==> src/tm16_pkg.sv <==
package tm16_pkg;

  // register addresses
  localparam logic [7:0] ADDR_MODE_CTRL = 8'h80;
  localparam logic [7:0] ADDR_CTRL_SECOND = 8'h81;
  localparam logic [7:0] ADDR_PIN_EN = 8'h83;
  localparam logic [7:0] ADDR_IRQ_STATUS = 8'h84;
  localparam logic [7:0] ADDR_IRQ_MASK = 8'h85;

  // field positions
  localparam int COM_A_HI = 7;
  localparam int COM_A_LO = 6;
  localparam int COM_B_HI = 5;
  localparam int COM_B_LO = 4;
  localparam int WGM_LOW_HI = 1;
  localparam int WGM_LOW_LO = 0;
  localparam int WGM_HIGH_HI = 4;
  localparam int WGM_HIGH_LO = 3;
  localparam int PINS_PER_CHAN = 4;
  localparam int NUM_CHAN = 2;
  localparam int IRQ_OVF = 0;
  localparam int IRQ_MATCH_A = 1;
  localparam int IRQ_MATCH_B = 2;
  localparam int IRQ_BITS = 3;

  // writable masks and reset values
  localparam logic [7:0] MODE_CTRL_WMASK = 8'hf3;
  localparam logic [7:0] CTRL_SECOND_WMASK = 8'h18;
  localparam logic [7:0] REG_RESET = 8'h00;
  localparam logic [2:0] IRQ_RESET = 3'h0;
  localparam logic [7:0] READ_ZERO = 8'h00;

  // counter values
  localparam logic [15:0] TOP_MAX = 16'hffff;
  localparam logic [15:0] TOP_8BIT = 16'h00ff;
  localparam logic [15:0] TOP_9BIT = 16'h01ff;
  localparam logic [15:0] TOP_10BIT = 16'h03ff;
  localparam logic [15:0] BOTTOM = 16'h0000;
  localparam logic [15:0] COUNT_STEP = 16'h0001;

  // compare-output mode codes
  localparam logic [1:0] COM_OFF = 2'h0;
  localparam logic [1:0] COM_TOGGLE = 2'h1;
  localparam logic [1:0] COM_CLEAR = 2'h2;
  localparam logic [1:0] COM_SET = 2'h3;

  typedef enum logic [1:0] {WAVE_NORMAL, WAVE_CTC, WAVE_FAST, WAVE_PHASE} tm16_wave_e;
  typedef enum logic [2:0] {TOP_SRC_MAX, TOP_SRC_8, TOP_SRC_9, TOP_SRC_10, TOP_SRC_CMPA,
                            TOP_SRC_CAPT} tm16_top_e;
  typedef enum logic [1:0] {EVT_IMMEDIATE, EVT_TOP, EVT_BOTTOM, EVT_MAX} tm16_evt_e;

  typedef struct packed {
    tm16_wave_e wave;
    tm16_top_e top_src;
    tm16_evt_e upd_at;
    tm16_evt_e ovf_at;
    logic top_bit;
  } tm16_mode_s;

  typedef struct packed {
    logic [7:0] addr;
    logic [7:0] wdata;
    logic wr;
    logic rd;
  } tm16_bus_s;

  function automatic tm16_mode_s tm16_decode_mode(input logic [3:0] m);
    tm16_mode_s d;
    d = '{WAVE_NORMAL, TOP_SRC_MAX, EVT_IMMEDIATE, EVT_MAX, m[3]};
    unique case (m)
      4'h0: d = '{WAVE_NORMAL, TOP_SRC_MAX, EVT_IMMEDIATE, EVT_MAX, m[3]};
      4'h1: d = '{WAVE_PHASE, TOP_SRC_8, EVT_TOP, EVT_BOTTOM, m[3]};
      4'h2: d = '{WAVE_PHASE, TOP_SRC_9, EVT_TOP, EVT_BOTTOM, m[3]};
      4'h3: d = '{WAVE_PHASE, TOP_SRC_10, EVT_TOP, EVT_BOTTOM, m[3]};
      4'h4: d = '{WAVE_CTC, TOP_SRC_CMPA, EVT_IMMEDIATE, EVT_MAX, m[3]};
      4'h5: d = '{WAVE_FAST, TOP_SRC_8, EVT_TOP, EVT_TOP, m[3]};
      4'h6: d = '{WAVE_FAST, TOP_SRC_9, EVT_TOP, EVT_TOP, m[3]};
      4'h7: d = '{WAVE_FAST, TOP_SRC_10, EVT_TOP, EVT_TOP, m[3]};
      4'h8: d = '{WAVE_PHASE, TOP_SRC_CAPT, EVT_BOTTOM, EVT_BOTTOM, m[3]};
      4'h9: d = '{WAVE_PHASE, TOP_SRC_CMPA, EVT_BOTTOM, EVT_BOTTOM, m[3]};
      4'ha: d = '{WAVE_PHASE, TOP_SRC_CAPT, EVT_TOP, EVT_BOTTOM, m[3]};
      4'hb: d = '{WAVE_PHASE, TOP_SRC_CMPA, EVT_TOP, EVT_BOTTOM, m[3]};
      4'hc: d = '{WAVE_CTC, TOP_SRC_CAPT, EVT_IMMEDIATE, EVT_MAX, m[3]};
      4'hd: d = '{WAVE_NORMAL, TOP_SRC_MAX, EVT_IMMEDIATE, EVT_MAX, m[3]};
      4'he: d = '{WAVE_FAST, TOP_SRC_CAPT, EVT_TOP, EVT_TOP, m[3]};
      4'hf: d = '{WAVE_FAST, TOP_SRC_CMPA, EVT_TOP, EVT_TOP, m[3]};
    endcase
    return d;
  endfunction

endpackage

==> src/tm16_chan.sv <==
`timescale 1ns/1ps
module tm16_chan
  import tm16_pkg::*;
(
  input wire logic i_mclk,
  input wire logic i_rst,
  input wire tm16_pkg::tm16_mode_s i_mode,
  input wire logic [1:0] i_com,
  input wire logic i_is_chan_a,
  input wire logic i_tick,
  input wire logic i_match,
  input wire logic i_at_top,
  input wire logic i_down,
  output logic o_level,
  output logic o_connected
);
  logic pwm;
  logic toggle_ok;
  logic next_level;

  assign pwm = (i_mode.wave == WAVE_FAST) || (i_mode.wave == WAVE_PHASE);
  // toggle in pwm only on chan a with top mode bit set
  assign toggle_ok = !pwm || (i_mode.top_bit && i_is_chan_a);
  assign o_connected = (i_com != COM_OFF) && !((i_com == COM_TOGGLE) && !toggle_ok);

  always_comb
  begin
    next_level = o_level;
    if (i_tick && o_connected)
    begin
      unique case (i_mode.wave)
        WAVE_NORMAL, WAVE_CTC:
        begin
          if (i_match)
          begin
            unique case (i_com)
              COM_OFF: next_level = o_level;
              COM_TOGGLE: next_level = !o_level;
              COM_CLEAR: next_level = 1'b0;
              COM_SET: next_level = 1'b1;
            endcase
          end
        end
        WAVE_FAST:
        begin
          if (i_com == COM_TOGGLE)
          begin
            if (i_match)
              next_level = !o_level;
          end
          else if (i_at_top)
            next_level = (i_com == COM_CLEAR);
          else if (i_match)
            next_level = (i_com == COM_SET);
        end
        WAVE_PHASE:
        begin
          if (i_com == COM_TOGGLE)
          begin
            if (i_match)
              next_level = !o_level;
          end
          else if (i_match)
            next_level = (i_com == COM_CLEAR) ? i_down : !i_down;
        end
      endcase
    end
  end

  always_ff @(posedge i_mclk or posedge i_rst)
  begin
    if (i_rst)
      o_level <= 1'b0;
    else
      o_level <= next_level;
  end

  a_disc_level_hold: assert property (@(posedge i_mclk) disable iff (i_rst)
    !o_connected |=> (o_level == $past(o_level)))
    else $error("disconnected output changed");

  a_toggle_on_match: assert property (@(posedge i_mclk) disable iff (i_rst)
    (i_tick && i_match && !pwm && i_com == COM_TOGGLE) |=> (o_level != $past(o_level)))
    else $error("non-pwm toggle missed");

  a_fast_top_set: assert property (@(posedge i_mclk) disable iff (i_rst)
    (i_tick && i_at_top && i_match && i_mode.wave == WAVE_FAST && i_com == COM_CLEAR)
    |=> o_level)
    else $error("fast pwm top action lost to match");

  a_phase_up_clear: assert property (@(posedge i_mclk) disable iff (i_rst)
    (i_tick && i_match && i_mode.wave == WAVE_PHASE && i_com == COM_CLEAR)
    |=> (o_level == $past(i_down)))
    else $error("phase pwm match action wrong");

endmodule // tm16_chan

==> src/tm16_wave_ctrl.sv <==
`timescale 1ns/1ps
// Operation
// - nonzero channel compare-mode field lets compare output override pin port function.
// - pin driver enabled only when direction bit and pin enable bit both set.
// - pin enable zero keeps pin disconnected regardless of compare mode.
// - non-pwm: 00 off, 01 toggle, 10 low, 11 high on match.
// - fast pwm: 10 clears on match, sets at top; 11 opposite.
// - pwm mode 01: off if top bit zero, else toggle chan a, b off.
// - fast pwm 10/11 with compare equal top: ignore match, do top action; 01 still toggles on match.
// - phase pwm: 10 clears on up match, sets on down; 11 opposite.
// - control bits 3 and 2 are reserved and read zero.
// - four-bit mode from two low bits here and two in second register.
// - modes 0, 4, 12: top max, compare a, capture; immediate; overflow at max.
// - phase modes 1-3 fixed tops, 10-11 capture/compare a; update top, flag bottom.
// - modes 8, 9 top capture/compare a; update and overflow at bottom.
// - fast modes 5-7 fixed tops, 14-15 capture/compare a; all at top.
// - dual-slope modes count up from zero to top, then down.
module tm16_wave_ctrl
  import tm16_pkg::*;
(
  input wire logic I_MCLK,
  input wire logic I_RST,
  input wire tm16_pkg::tm16_bus_s I_BUS,
  output logic [7:0] O_RDATA,
  input wire logic I_TICK,
  input wire logic [15:0] I_CMP_A,
  input wire logic [15:0] I_CMP_B,
  input wire logic [15:0] I_CAPTURE,
  input wire logic [7:0] I_PIN_DIR,
  output logic [7:0] O_PIN_OUT,
  output logic [7:0] O_PIN_OE_N,
  output logic [7:0] O_PIN_OVR,
  output logic [15:0] O_COUNT,
  output logic O_DOWN,
  output logic O_IRQ
);
  logic [7:0] mode_ctrl;
  logic [7:0] ctrl_second;
  logic [7:0] pin_en;
  logic [IRQ_BITS-1:0] irq_status;
  logic [IRQ_BITS-1:0] irq_mask;
  logic [IRQ_BITS-1:0] events;
  logic [3:0] wave_mode;
  tm16_mode_s mode;
  logic [15:0] cnt;
  logic down;
  logic [15:0] top;
  logic dual;
  logic hit_top;
  logic hit_bottom;
  logic hit_max;
  logic [15:0] cmp_buf [NUM_CHAN];
  logic [15:0] cmp_eff [NUM_CHAN];
  logic [1:0] com [NUM_CHAN];
  logic match [NUM_CHAN];
  logic level [NUM_CHAN];
  logic connected [NUM_CHAN];
  logic wr_mode;
  logic wr_second;
  logic wr_pin;
  logic wr_mask;
  logic rd_status;
  logic [7:0] next_rdata;

  function automatic logic evt_hit(input tm16_evt_e e, input logic t, input logic b,
                                   input logic m);
    logic r;
    r = 1'b0;
    unique case (e)
      EVT_IMMEDIATE: r = 1'b1;
      EVT_TOP: r = t;
      EVT_BOTTOM: r = b;
      EVT_MAX: r = m;
    endcase
    return r;
  endfunction

  // register bus decode
  assign wr_mode = I_BUS.wr && (I_BUS.addr == ADDR_MODE_CTRL);
  assign wr_second = I_BUS.wr && (I_BUS.addr == ADDR_CTRL_SECOND);
  assign wr_pin = I_BUS.wr && (I_BUS.addr == ADDR_PIN_EN);
  assign wr_mask = I_BUS.wr && (I_BUS.addr == ADDR_IRQ_MASK);
  assign rd_status = I_BUS.rd && (I_BUS.addr == ADDR_IRQ_STATUS);

  always_ff @(posedge I_MCLK or posedge I_RST)
  begin
    if (I_RST)
    begin
      mode_ctrl <= REG_RESET;
      ctrl_second <= REG_RESET;
      pin_en <= REG_RESET;
      irq_mask <= IRQ_RESET;
    end
    else
    begin
      if (wr_mode)
        mode_ctrl <= I_BUS.wdata & MODE_CTRL_WMASK;
      if (wr_second)
        ctrl_second <= I_BUS.wdata & CTRL_SECOND_WMASK;
      if (wr_pin)
        pin_en <= I_BUS.wdata;
      if (wr_mask)
        irq_mask <= I_BUS.wdata[IRQ_BITS-1:0];
    end
  end

  always_comb
  begin
    next_rdata = READ_ZERO;
    if (I_BUS.rd)
    begin
      if (I_BUS.addr == ADDR_MODE_CTRL)
        next_rdata = mode_ctrl;
      else if (I_BUS.addr == ADDR_CTRL_SECOND)
        next_rdata = ctrl_second;
      else if (I_BUS.addr == ADDR_PIN_EN)
        next_rdata = pin_en;
      else if (I_BUS.addr == ADDR_IRQ_STATUS)
        next_rdata = {5'h00, irq_status};
      else if (I_BUS.addr == ADDR_IRQ_MASK)
        next_rdata = {5'h00, irq_mask};
    end
  end

  always_ff @(posedge I_MCLK or posedge I_RST)
  begin
    if (I_RST)
      O_RDATA <= READ_ZERO;
    else
      O_RDATA <= next_rdata;
  end

  // mode decode; reserved mode 13 behaves as normal
  assign wave_mode = {ctrl_second[WGM_HIGH_HI:WGM_HIGH_LO],
                      mode_ctrl[WGM_LOW_HI:WGM_LOW_LO]};
  assign mode = tm16_decode_mode(wave_mode);
  assign dual = (mode.wave == WAVE_PHASE);

  always_comb
  begin
    top = TOP_MAX;
    unique case (mode.top_src)
      TOP_SRC_MAX: top = TOP_MAX;
      TOP_SRC_8: top = TOP_8BIT;
      TOP_SRC_9: top = TOP_9BIT;
      TOP_SRC_10: top = TOP_10BIT;
      TOP_SRC_CMPA: top = cmp_eff[0];
      TOP_SRC_CAPT: top = I_CAPTURE;
    endcase
  end

  assign hit_top = I_TICK && (cnt == top);
  assign hit_bottom = I_TICK && down && (cnt == BOTTOM);
  assign hit_max = I_TICK && (cnt == TOP_MAX);

  // counter sequence
  always_ff @(posedge I_MCLK or posedge I_RST)
  begin
    if (I_RST)
    begin
      cnt <= BOTTOM;
      down <= 1'b0;
    end
    else if (I_TICK)
    begin
      if (dual)
      begin
        if (!down)
        begin
          if (cnt >= top)
          begin
            down <= 1'b1;
            if (cnt != BOTTOM)
              cnt <= cnt - COUNT_STEP;
          end
          else
            cnt <= cnt + COUNT_STEP;
        end
        else if (cnt == BOTTOM)
        begin
          down <= 1'b0;
          cnt <= cnt + COUNT_STEP;
        end
        else
          cnt <= cnt - COUNT_STEP;
      end
      else
      begin
        down <= 1'b0;
        if ((mode.wave != WAVE_NORMAL) && (cnt >= top))
          cnt <= BOTTOM;
        else
          cnt <= cnt + COUNT_STEP;
      end
    end
  end

  assign cmp_buf[0] = I_CMP_A;
  assign cmp_buf[1] = I_CMP_B;
  assign com[0] = mode_ctrl[COM_A_HI:COM_A_LO];
  assign com[1] = mode_ctrl[COM_B_HI:COM_B_LO];

  genvar ch;
  generate
    for (ch = 0; ch < NUM_CHAN; ch++)
    begin : g_chan
      // compare double buffer
      always_ff @(posedge I_MCLK or posedge I_RST)
      begin
        if (I_RST)
          cmp_eff[ch] <= BOTTOM;
        else if (evt_hit(mode.upd_at, hit_top, hit_bottom, hit_max))
          cmp_eff[ch] <= cmp_buf[ch];
      end

      assign match[ch] = I_TICK && (cnt == cmp_eff[ch]);

      tm16_chan u_chan (
        .i_mclk(I_MCLK),
        .i_rst(I_RST),
        .i_mode(mode),
        .i_com(com[ch]),
        .i_is_chan_a(ch == 0),
        .i_tick(I_TICK),
        .i_match(match[ch]),
        .i_at_top(hit_top),
        .i_down(down),
        .o_level(level[ch]),
        .o_connected(connected[ch])
      );

      genvar p;
      for (p = 0; p < PINS_PER_CHAN; p++)
      begin : g_pin
        localparam int IDX = ch * PINS_PER_CHAN + p;
        assign O_PIN_OVR[IDX] = connected[ch] && pin_en[IDX];
        assign O_PIN_OE_N[IDX] = !(O_PIN_OVR[IDX] && I_PIN_DIR[IDX]);
        assign O_PIN_OUT[IDX] = level[ch];
      end
    end
  endgenerate

  // interrupt status, set wins over read clear
  assign events[IRQ_OVF] = evt_hit(mode.ovf_at, hit_top, hit_bottom, hit_max);
  assign events[IRQ_MATCH_A] = match[0];
  assign events[IRQ_MATCH_B] = match[1];

  always_ff @(posedge I_MCLK or posedge I_RST)
  begin
    if (I_RST)
      irq_status <= IRQ_RESET;
    else if (rd_status)
      irq_status <= events;
    else
      irq_status <= irq_status | events;
  end

  assign O_IRQ = |(irq_status & irq_mask);
  assign O_COUNT = cnt;
  assign O_DOWN = down;

  a_reserved_read_zero: assert property (@(posedge I_MCLK) disable iff (I_RST)
    (I_BUS.rd && I_BUS.addr == ADDR_MODE_CTRL) |=> (O_RDATA[3:2] == 2'h0))
    else $error("reserved control bits read nonzero");

  a_pin_driver_gate: assert property (@(posedge I_MCLK) disable iff (I_RST)
    !O_PIN_OE_N[0] |-> (I_PIN_DIR[0] && pin_en[0] && mode_ctrl[COM_A_HI:COM_A_LO] != COM_OFF))
    else $error("pin driven without enables");

  a_mode_fixed_top: assert property (@(posedge I_MCLK) disable iff (I_RST)
    (wave_mode == 4'h3) |-> (top == TOP_10BIT && dual))
    else $error("mode 3 top wrong");

  a_dual_turn_down: assert property (@(posedge I_MCLK) disable iff (I_RST)
    (dual && I_TICK && !down && cnt == top && top != BOTTOM)
    |=> (down && cnt == $past(cnt) - COUNT_STEP))
    else $error("dual slope did not turn at top");

  a_ovf_at_bottom: assert property (@(posedge I_MCLK) disable iff (I_RST)
    (wave_mode == 4'h8 && hit_bottom) |=> irq_status[IRQ_OVF])
    else $error("overflow not flagged at bottom");

  a_fast_top_update: assert property (@(posedge I_MCLK) disable iff (I_RST)
    (mode.wave == WAVE_FAST && !hit_top) |=> (cmp_eff[1] == $past(cmp_eff[1])))
    else $error("fast pwm compare updated off top");

endmodule // tm16_wave_ctrl

==> config.mk <==
export PLATFORM = sky130hd
export DESIGN_NAME = tm16_wave_ctrl
export DESIGN_NICKNAME = d
export VERILOG_FILES = /design/src/tm16_pkg.sv /design/src/tm16_chan.sv /design/src/tm16_wave_ctrl.sv
export SDC_FILE = /design/constraint.sdc
export NUM_CORES = 1
export LEC_CHECK = 0
export BUFFER_PORTS_ARGS = -buffer_cell sky130_fd_sc_hd__buf_2
export CAP_MARGIN = 20
export CORE_MARGIN = 2
export CORE_UTILIZATION = 35
export DETAILED_ROUTE_END_ITERATION = 10
export MAX_ROUTING_LAYER = met4
export PLACE_DENSITY = 0.61
export SKIP_CTS_REPAIR_TIMING = 1
export SYNTH_ARGS = -nofsm -noshare
export SYNTH_HDL_FRONTEND = slang
export SYNTH_SLANG_ARGS = --single-unit
==> constraint.sdc <==
create_clock -name I_MCLK -period 7.4 [get_ports I_MCLK]
set_input_delay 1.48 -clock I_MCLK [delete_from_list [all_inputs] [get_ports I_MCLK]]
set_output_delay 1.48 -clock I_MCLK [all_outputs]
set_load 0.05 [all_outputs]
==> results of run 1 <==
final cells by class:
type	count	area [µm²]	share of cell area, %
clock inverters	7	83.8	1.28
repair buffers	131	688	10.5
inverters	20	76.3	1.16
well taps	211	264	4.02
clock buffers	9	225	3.43
multi-input cells	446	3200	48.8
flip-flops and latches	81	2030	30.9
logic make-up (layout without fill, tap and decap cells):
kind of cell,after synthesis,count (layout)
buffers and inverters,63,167
XOR/XNOR,34,34
adder cells (fa/ha/maj),18,18
AO/OA/AOI/OAI,135,135
flip-flops,81,81
AND/OR/NAND/NOR,205,205
multiplexers,54,54
state kept, by name, indices dropped and copies added, names as in the netlist, 2 cells and up:
name and flops:
O_COUNT 16, O_RDATA 8, cmp_eff 32, ctrl_second 2, g_chan.u_chan.o_level 2, irq_mask 3, irq_status 3, mode_ctrl 6
pin_en 8
power by group through the flow:
stage          clock [W]  sequential [W]  combinational (W)
5_1_grt         0.000506        0.000587           0.000422
6_report        0.000476        0.000579           0.000387
4_1_cts         0.000486        0.000578           0.000385
3_5_place_dp           0        0.000587           0.000382
3_3_place_gp           0        0.000584           0.000375
2_1_floorplan          0        0.000581           0.000273
layer usage:
| metal | track usage [%] | wire [µm] |
|---|---|---|
| met5 | - | 0 |
| met1 | 26.6 | 7240 |
| met4 | 8.29 | 374 |
| met3 | 4.00 | 1280 |
| met2 | 32.4 | 7890 |
cells in the final DEF (no fill, tap or decap), types with 3 or more instances in the layout:
| cell type | netlist | routed |
|---|---|---|
| buf_2 | 7 | 126 |
| ha_1 | 18 | 18 |
| dfrtp_1 | 81 | 81 |
| inv_1 | 20 | 19 |
| or3_1 | 12 | 12 |
| o211ai_1 | 10 | 10 |
| a22oi_1 | 6 | 6 |
| and4_1 | 4 | 4 |
| nand2_1 | 42 | 42 |
| o21ai_0 | 18 | 18 |
| o31ai_1 | 3 | 3 |
| o22a_1 | 3 | 3 |
| xnor2_1 | 20 | 20 |
| nand2b_1 | 5 | 5 |
| nor2b_1 | 11 | 11 |
| o21bai_1 | 4 | 4 |
| nor3_1 | 16 | 16 |
| buf_4 | 8 | 4 |
| a211oi_1 | 4 | 4 |
| o22ai_1 | 13 | 13 |
| and3_1 | 10 | 10 |
| or4_1 | 4 | 4 |
| nor2_1 | 35 | 35 |
| inv_6 | 0 | 4 |
| and2_1 | 11 | 11 |
| xor2_1 | 14 | 14 |
| a22oi_2 | 4 | 4 |
| o221ai_1 | 4 | 4 |
| mux2_2 | 53 | 53 |
| a21oi_1 | 27 | 27 |
| or3b_1 | 4 | 4 |
| nand3_1 | 20 | 20 |
| or2_2 | 5 | 5 |
| nor4_1 | 7 | 7 |
| a31oi_1 | 3 | 3 |
| a22o_1 | 9 | 9 |
| a21o_1 | 8 | 8 |
| a221oi_1 | 3 | 3 |
| clkbuf_16 | 0 | 9 |
| nand4_1 | 7 | 7 |
worst max-delay path, stage by stage (launching register included):
cell and delay (ps):
dfrtp_1 600, nor2b_1 320, nor2_1 90, a21oi_1 530, o22ai_1 190, ha_1 330
and3_1 210, a221oi_1 390, o22a_1 220, nand3_1 120, a21oi_1 660, o221ai_1 280
a22o_1 280
path summary, 6_finish.rpt:
check / startpoint / to / slack, ps / cells past startpoint
min in group asynchronous: I_RST / O_RDATA[0]$_DFF_PP0_ / 1120 / 3
max in group asynchronous: I_RST / cmp_eff[20]$_DFFE_PP0P_ / 5690 / 4
min: pin_en[4]$_DFFE_PP0P_ / pin_en[4]$_DFFE_PP0P_ / 520 / 1
max: ctrl_second[3]$_DFFE_PP0P_ / O_COUNT[15]$_DFFE_PP0P_ / 3060 / 12
min reg2reg: pin_en[4]$_DFFE_PP0P_ / pin_en[4]$_DFFE_PP0P_ / 520 / 1
max reg2reg: ctrl_second[3]$_DFFE_PP0P_ / O_COUNT[15]$_DFFE_PP0P_ / 3060 / 12
metrics by stage:
stage	setup WS, ps	total power [W]	area (µm²)	hold slack (ps)	utilization [%]
detailed placement	3000	0.000969	6220	508	40.6
global route	2640	0.00152	6570	553	42.9
global placement	2880	0.000959	6210	507	40.6
floorplan	3710	0.000854	5520	460	-
finish	3060	0.00144	6570	524	42.9
CTS	3090	0.00145	6530	524	42.6
==> impl_metrics.ini, run 1 <==
[timing]
fin_tns_setup_ps = 0
rsz0062_at_grt = no
skew_ps = 5.33
setup_viol = 0
timing.fmax_mhz = 230
min_period_over_period_pct = 58.7
period_needed_ps = 4340
drv_slew = 0
hold_viol_final = 0
relSlewSlack_pct = 27.7
tightest_slew_ps = 1070

[clock_network]
cts_max_level = 3
cts_tree = built
clkSinkCount = 81
numCtsBuffers = 9
clk_pin_slew_ps = 70
clk_latency_ps = 360
cts_max_path_buffers = 2
root_buffer = clkbuf_16

[synthesis]
synth_top_area_share_pct = 36.7
synthSimpleGateAreaFrac_pct = 20.1
synth_top_family_by_area = simple AND/OR/NAND/NOR gates
synth_compound_area_share_pct = 17.3
synthArstFlopShare_pct = 100
yosys.area.top_type = dfrtp_1
synth_area_um2 = 5520
synth_ff_type = dfrtp_1
synth_area_leaders = dfrtp_1, mux2_2, ha_1
synth_xor_area_share_pct = 5.39
muxShareOfSynthArea_pct = 11.0
ys_top_cells_by_count = dfrtp_1, mux2_2, nand2_1
synth_cells = 590
synthesis.nets = 685
yosysWarnings = 0
synth_fa_ha_area_share_pct = 4.08
synth_cell_types = 65
synth_area_per_cell_um2 = 9.36
synth-edff-count = 0
synth-seq-cells = 81
yosysSeqAreaShare_pct = 36.7
synth.most_common_cell = dfrtp_1

[layout]
final_nets = 784
stdcell_count = 905
area_delta_synth_final_pct = 18.9
diodes = 0
fill_cells = 1546
layout-drive-gt1-share_pct = 31.8

[floorplan]
fp-row-count = 45
start_util_pct = 36.1
io_pins = 127
core_area_um2 = 15300
dieArea_um2 = 16800
die_h_um = 130
die_x_um = 130

[drt]
wirelength_um = 16800
num_vias = 5029
vias_per_cell = 5.56
drt-initial-drc-count = 363
drc = 0
wl_per_cell_um = 18.5
ant_nets = 0
drtPass1Iterations = 7

[setup_path]
critPathLaunchType = flip-flop
critical_path_class = flip-flop to flip-flop
cp.arrival_ps = 4590
critPathCaptureType = flip-flop
crit_fanout = 16
worstPathRequired_ps = 7640

[power_and_ir_drop]
clkPwrFrac_pct = 33.0
seqPwrFrac_pct = 40.1
p_sw_w = 0.000526
p_comb_share_pct = 26.8
leakage_nw = 3.00
irDropWorstVdd_v = 0.000227
p_int_w = 0.000916
swShare_pct = 36.5
p_per_area_nw_per_um2 = 220

[flow_run]
maxCapViolCount = 0

[placement]
dp_hpwl_um = 12400
port_buffers = 126
place_congestion = 0.954
post-place-cells = 887

[global_routing]
antenna_found_initial = 0
gr-total-overflow = 0
grt_first_pass_wirelength_um = 26000
grt_max_degree = 82
grt_util_all_layers_pct = 20.8
first_global_vias = 4814

[outcome]
status = finished, final reports clean

[min_path]
hp-class = flip-flop to flip-flop
No activity file was read; power rests on OpenSTA's default activity.
==> run 2, diff against run 1 <==
==> constraint.sdc (replaced) <==
create_clock -name I_MCLK -period 4.5 [get_ports I_MCLK]
set_input_delay 0.9 -clock I_MCLK [delete_from_list [all_inputs] [get_ports I_MCLK]]
set_output_delay 0.9 -clock I_MCLK [all_outputs]
set_load 0.05 [all_outputs]
==> run 2 against run 1 <==
  * Core utilization is 0.39 points higher
  * Maximum frequency up 6.3%
  * Register-to-register slack lost 2600 ps
  * Clock power is 60% higher
  * Cell count up 0.88%
  * Sequential cell count stayed put
  * First-iteration DRC count increased by 8.0%
  * Combinational power rose by 69%
  * Critical path depth did not move
  * Die area unchanged
  * Global-route usage is 0.14 points higher
  * Non-clock buffer count is 8 higher
==> impl_metrics.ini, run 2 (same netlist as run 1, synthesis figures left out) <==
[layout]
stdcell_count = 913
largest_reg_flops = 32
final_nets = 792
fin_area_um2 = 6630
regMostFlops = cmp_eff
fill_cells = 1529
layout-drive-gt1-share_pct = 32.6
final_cell_mix = buf_2, dfrtp_1, mux2_2
area_delta_synth_final_pct = 20.0
layout_commonest_cell = buf_2
diodes = 0

[floorplan]
io_pins = 127
dieArea_um2 = 16800
die_x_um = 130
die_h_um = 130
start_util_pct = 36.1
core_area_um2 = 15300
fp-row-count = 45

[clock_network]
cts_max_level = 3
cts_max_path_buffers = 2
clkSinkCount = 81
numCtsBuffers = 9
cts_tree = built
clk_latency_ps = 350
clk_pin_slew_ps = 60
root_buffer = clkbuf_16

[drt]
ant_nets = 0
dr_wl_met3_um = 1070
drtPass1Iterations = 5
wl_per_cell_um = 18.6
vias_per_cell = 5.52
met1_length_um = 7560
top_layer = met4
num_vias = 5042
wirelength_um = 17000
dr_wl_met2_um = 8120
drt-initial-drc-count = 392
drc = 0

[timing]
tightest_slew_ps = 1090
skew_ps = 7.33
min_period_over_period_pct = 90.8
fin_tns_setup_ps = 0
timing.fmax_mhz = 245
setup_viol = 0
period_needed_ps = 4080
relSlewSlack_pct = 27.4
hold_ws_ps = 505
worst_slack_ps = 415
hold_viol_final = 0
rsz0062_at_grt = no
drv_slew = 0

[min_path]
hp-class = input port to asynchronous set/reset pin

[placement]
post-place-cells = 896
place_congestion = 0.939
placed_cell_area_um2 = 6300
dp_hpwl_um = 12700
pre_cts_ws_ps = 500
port_buffers = 126

[setup_path]
critical_path_class = flip-flop to flip-flop
worstPathRequired_ps = 4760
critPathCaptureType = flip-flop
cp.arrival_ps = 4350
ff2ff_path_depth = 12
crit_fanout = 11
critPathLaunchType = flip-flop

[flow_run]
maxCapViolCount = 0

[outcome]
status = finished, final reports clean

[power_and_ir_drop]
swShare_pct = 35.8
leakage_nw = 3.04
p_comb_share_pct = 27.7
clkPwrFrac_pct = 32.3
irDropWorstVdd_v = 0.000377
p_sw_w = 0.000845
p_int_w = 0.00151
p_per_area_nw_per_um2 = 356
seqPwrFrac_pct = 40.0

[global_routing]
grt_max_degree = 58
grt_first_pass_wirelength_um = 26100
grt_util_all_layers_pct = 20.9
antenna_found_initial = 0
first_global_vias = 4895
gr-total-overflow = 0
[run 2: cell types whose count changed in the layout (fill, tap and decap cells not counted)]
cell      previous run  this run
clkbuf_8             0         1
clkinv_2             1         3
buf_16               1         0
clkinv_4             0         1
buf_12               0         2
buf_4                4        11
inv_8                1         0
inv_6                4         1
[run 2: cell type report]
class / count / area [µm²] / share of cell area, %
Clock buffer: 10 / 239 / 3.61
Clock inverter: 6 / 65.1 / 0.982
Inverter: 20 / 76.3 / 1.15
Multi-Input combinational cell: 446 / 3200 / 48.3
Sequential cell: 81 / 2030 / 30.6
Tap cell: 211 / 264 / 3.98
Timing Repair Buffer: 139 / 753 / 11.4
[run 2: power groups by stage]
stage / Sequential [W] / Combinational (W) / Clock [W]
6_report: 0.000943 / 0.000654 / 0.000762
5_1_grt: 0.000953 / 0.000708 / 0.000802
4_1_cts: 0.000943 / 0.000651 / 0.000776
3_5_place_dp: 0.000957 / 0.000647 / 0
3_3_place_gp: 0.000954 / 0.000630 / 0
2_1_floorplan: 0.000955 / 0.000449 / 0
[run 2: layer usage]
metal / GRT usage, % / vias up
met2: 34.2 / 217
met5: - / -
met4: 6.83 / 0
met3: 3.76 / 24
li1: - / 2370
met1: 26.3 / 2431
[run 2: path summary, 6_finish.rpt]
path / start / to / slack, ps
max in group asynchronous: I_RST / mode_ctrl[0]$_DFFE_PP0P_ / 3070
min in group I_MCLK: irq_status[2]$_DFF_PP0_ / irq_status[2]$_DFF_PP0_ / 520
worst min register to register: irq_status[2]$_DFF_PP0_ / irq_status[2]$_DFF_PP0_ / 520
worst max register to register: mode_ctrl[1]$_DFFE_PP0P_ / O_COUNT[4]$_DFFE_PP0P_ / 420
worst min-delay path: I_RST / irq_mask[2]$_DFFE_PP0P_ / 500
worst max-delay path: mode_ctrl[1]$_DFFE_PP0P_ / O_COUNT[4]$_DFFE_PP0P_ / 420
[run 2: per-stage QoR]
step                      utilization (%)  total power [W]
after floorplan                         -          0.00140
after global placement               41.1          0.00158
after detailed placement             41.1          0.00160
after CTS                            43.1          0.00237
after global routing                 43.3          0.00246
final                                43.3          0.00236
[run 2: critical path, stage by stage, from the launching register on]
cell	delay, ps
dfrtp_1	380
nor2b_1	240
nor2_1	80
a21oi_1	570
o22ai_1	190
ha_1	340
and3_1	220
a221oi_1	130
o221ai_1	370
o31a_1	520
a21boi_0	230
or4b_1	590
o211ai_1	110
==> run 3, diff against run 2 <==
--- a/config.mk
+++ b/config.mk
@@ -15,4 +15,5 @@
 export SKIP_CTS_REPAIR_TIMING = 1
 export SYNTH_ARGS = -nofsm -noshare
 export SYNTH_HDL_FRONTEND = slang
+export SYNTH_HIERARCHICAL = 1
 export SYNTH_SLANG_ARGS = --single-unit
==> run 3 against run 2 <==
  * Cell count fell by 1.1%
  * Worst hold slack got worse by 110 ps
  * Highest routed layer unchanged
  * Maximum frequency rose by 3.5%
==> impl_metrics.ini, run 3 <==
[setup_path]
critPathLaunchType = flip-flop
path_cells = nand2b_1, and3_1, nor2_1, o22ai_1, ha_1, a21oi_1, o21ai_0, a21oi_1, nand4_1, o21ai_4, mux2i_1, a311o_1, a31oi_1
critical_path_class = flip-flop to flip-flop
crit_fanout = 18
worstPathRequired_ps = 4770
slowest_delay_ps = 580
r2r-start = mode_ctrl[1]$_DFFE_PP0P_
critPathCaptureType = flip-flop
path_delay_family = compound AO/OA/AOI/OAI gates
r2r_setup_slack_ps = 550
crit_path_frequent_cell = a21oi_1
slowest_stage = o21ai_4
cp.arrival_ps = 4220
ff2ff_path_depth = 13
reg2reg_to = O_COUNT[15]$_DFFE_PP0P_
worst-path-buf-inv = 0

[drt]
drt-initial-drc-count = 402
drtPass1Iterations = 5
vias_per_cell = 5.39
drc = 0
num_vias = 4869
wirelength_um = 16000
wl_per_cell_um = 17.7
ant_nets = 0

[clock_network]
cts_max_level = 3
numCtsBuffers = 9
clk_pin_slew_ps = 70
cts_max_path_buffers = 2
clk_latency_ps = 360
cts_tree = built
root_buffer = clkbuf_16
clkSinkCount = 81

[floorplan]
start_util_pct = 35.6
die_x_um = 131
die_h_um = 131
dieArea_um2 = 17100
io_pins = 127
fp-row-count = 46
core_area_um2 = 15800

[power_and_ir_drop]
p_per_area_nw_per_um2 = 353
irDropWorstVdd_v = 0.000179
leakage_nw = 3.17

[layout]
final_cell_mix = buf_2, dfrtp_1, o21ai_0, a21oi_1, xor2_1
layout_commonest_cell = buf_2
stdcell_count = 903
fin_area_um2 = 6680
diodes = 0
final_nets = 777
area_delta_synth_final_pct = 18.5
layout-drive-gt1-share_pct = 33.2
regMostFlops = cmp_eff
largest_reg_flops = 32

[timing]
hold_ws_ps = 395
period_needed_ps = 3950
relSlewSlack_pct = 41.1
min_period_over_period_pct = 87.7
tightest_slew_ps = 882
skew_ps = 8.35
timing.fmax_mhz = 253
rsz0062_at_grt = no
setup_viol = 0
hold_viol_final = 0
drv_slew = 0
fin_tns_setup_ps = 0

[global_routing]
gr-total-overflow = 0
grt_first_pass_wirelength_um = 25100
grt_max_degree = 43
antenna_found_initial = 0
first_global_vias = 4701
grt_util_all_layers_pct = 19.6

[synthesis]
synth_area_um2 = 5640
synth_cells = 575
yosysWarnings = 6
synthesis.nets = 670
synth_area_per_cell_um2 = 9.81

[placement]
placed_cell_area_um2 = 6370
post-place-cells = 887
place_congestion = 0.904
port_buffers = 126
dp_hpwl_um = 12000

[outcome]
status = finished, final reports clean

[min_path]
hp-class = input port to asynchronous set/reset pin

[flow_run]
maxCapViolCount = 0
run 3: metrics by stage:
stage / setup slack [ps] / total power [W] / util [%]
after floorplan: 1040 / 0.00140 / -
after global placement: 691 / 0.00158 / 40.3
after detailed placement: 601 / 0.00158 / 40.3
after CTS: 596 / 0.00237 / 42.2
after global routing: 170 / 0.00248 / 42.2
final: 555 / 0.00236 / 42.2
run 3: worst max-delay path by stage:
stage                                   startpoint                      end  depth (start not counted)
after floorplan           mode_ctrl[0]$_DFFE_PP0P_   O_COUNT[3]$_DFFE_PP0P_                         13
after global placement    mode_ctrl[1]$_DFFE_PP0P_   O_COUNT[4]$_DFFE_PP0P_                         13
after detailed placement  mode_ctrl[0]$_DFFE_PP0P_  O_COUNT[13]$_DFFE_PP0P_                         12
after CTS                 mode_ctrl[0]$_DFFE_PP0P_   O_COUNT[4]$_DFFE_PP0P_                         12
after global routing      mode_ctrl[0]$_DFFE_PP0P_  O_COUNT[15]$_DFFE_PP0P_                         12
final                     mode_ctrl[1]$_DFFE_PP0P_  O_COUNT[15]$_DFFE_PP0P_                         13
run 3: area by class of cell:
type	instances	area, µm²
timing repair buffer	136	706
multi-input combinational	434	3300
clock inverter	7	83.8
inverter	20	75.1
clock buffer	9	225
sequential	81	2030
tap	216	270
fill	1582	9150
run 3: per-layer routing:
layer	global-route usage, %	vias up	part of all wire [%]
met5	-	-	0
met4	7.01	0	2.0
met3	2.77	24	4.4
met2	31.4	142	48
met1	25.3	2375	46
li1	-	2328	-
run 3: power by group:
group | leakage (nW) | total [W] | switching, W | internal [W]
Clock | 0.149 | 0.000789 | 0.000346 | 0.000442
Combinational | 2.00 | 0.000630 | 0.000368 | 0.000261
Sequential | 1.02 | 0.000939 | 0.000141 | 0.000799
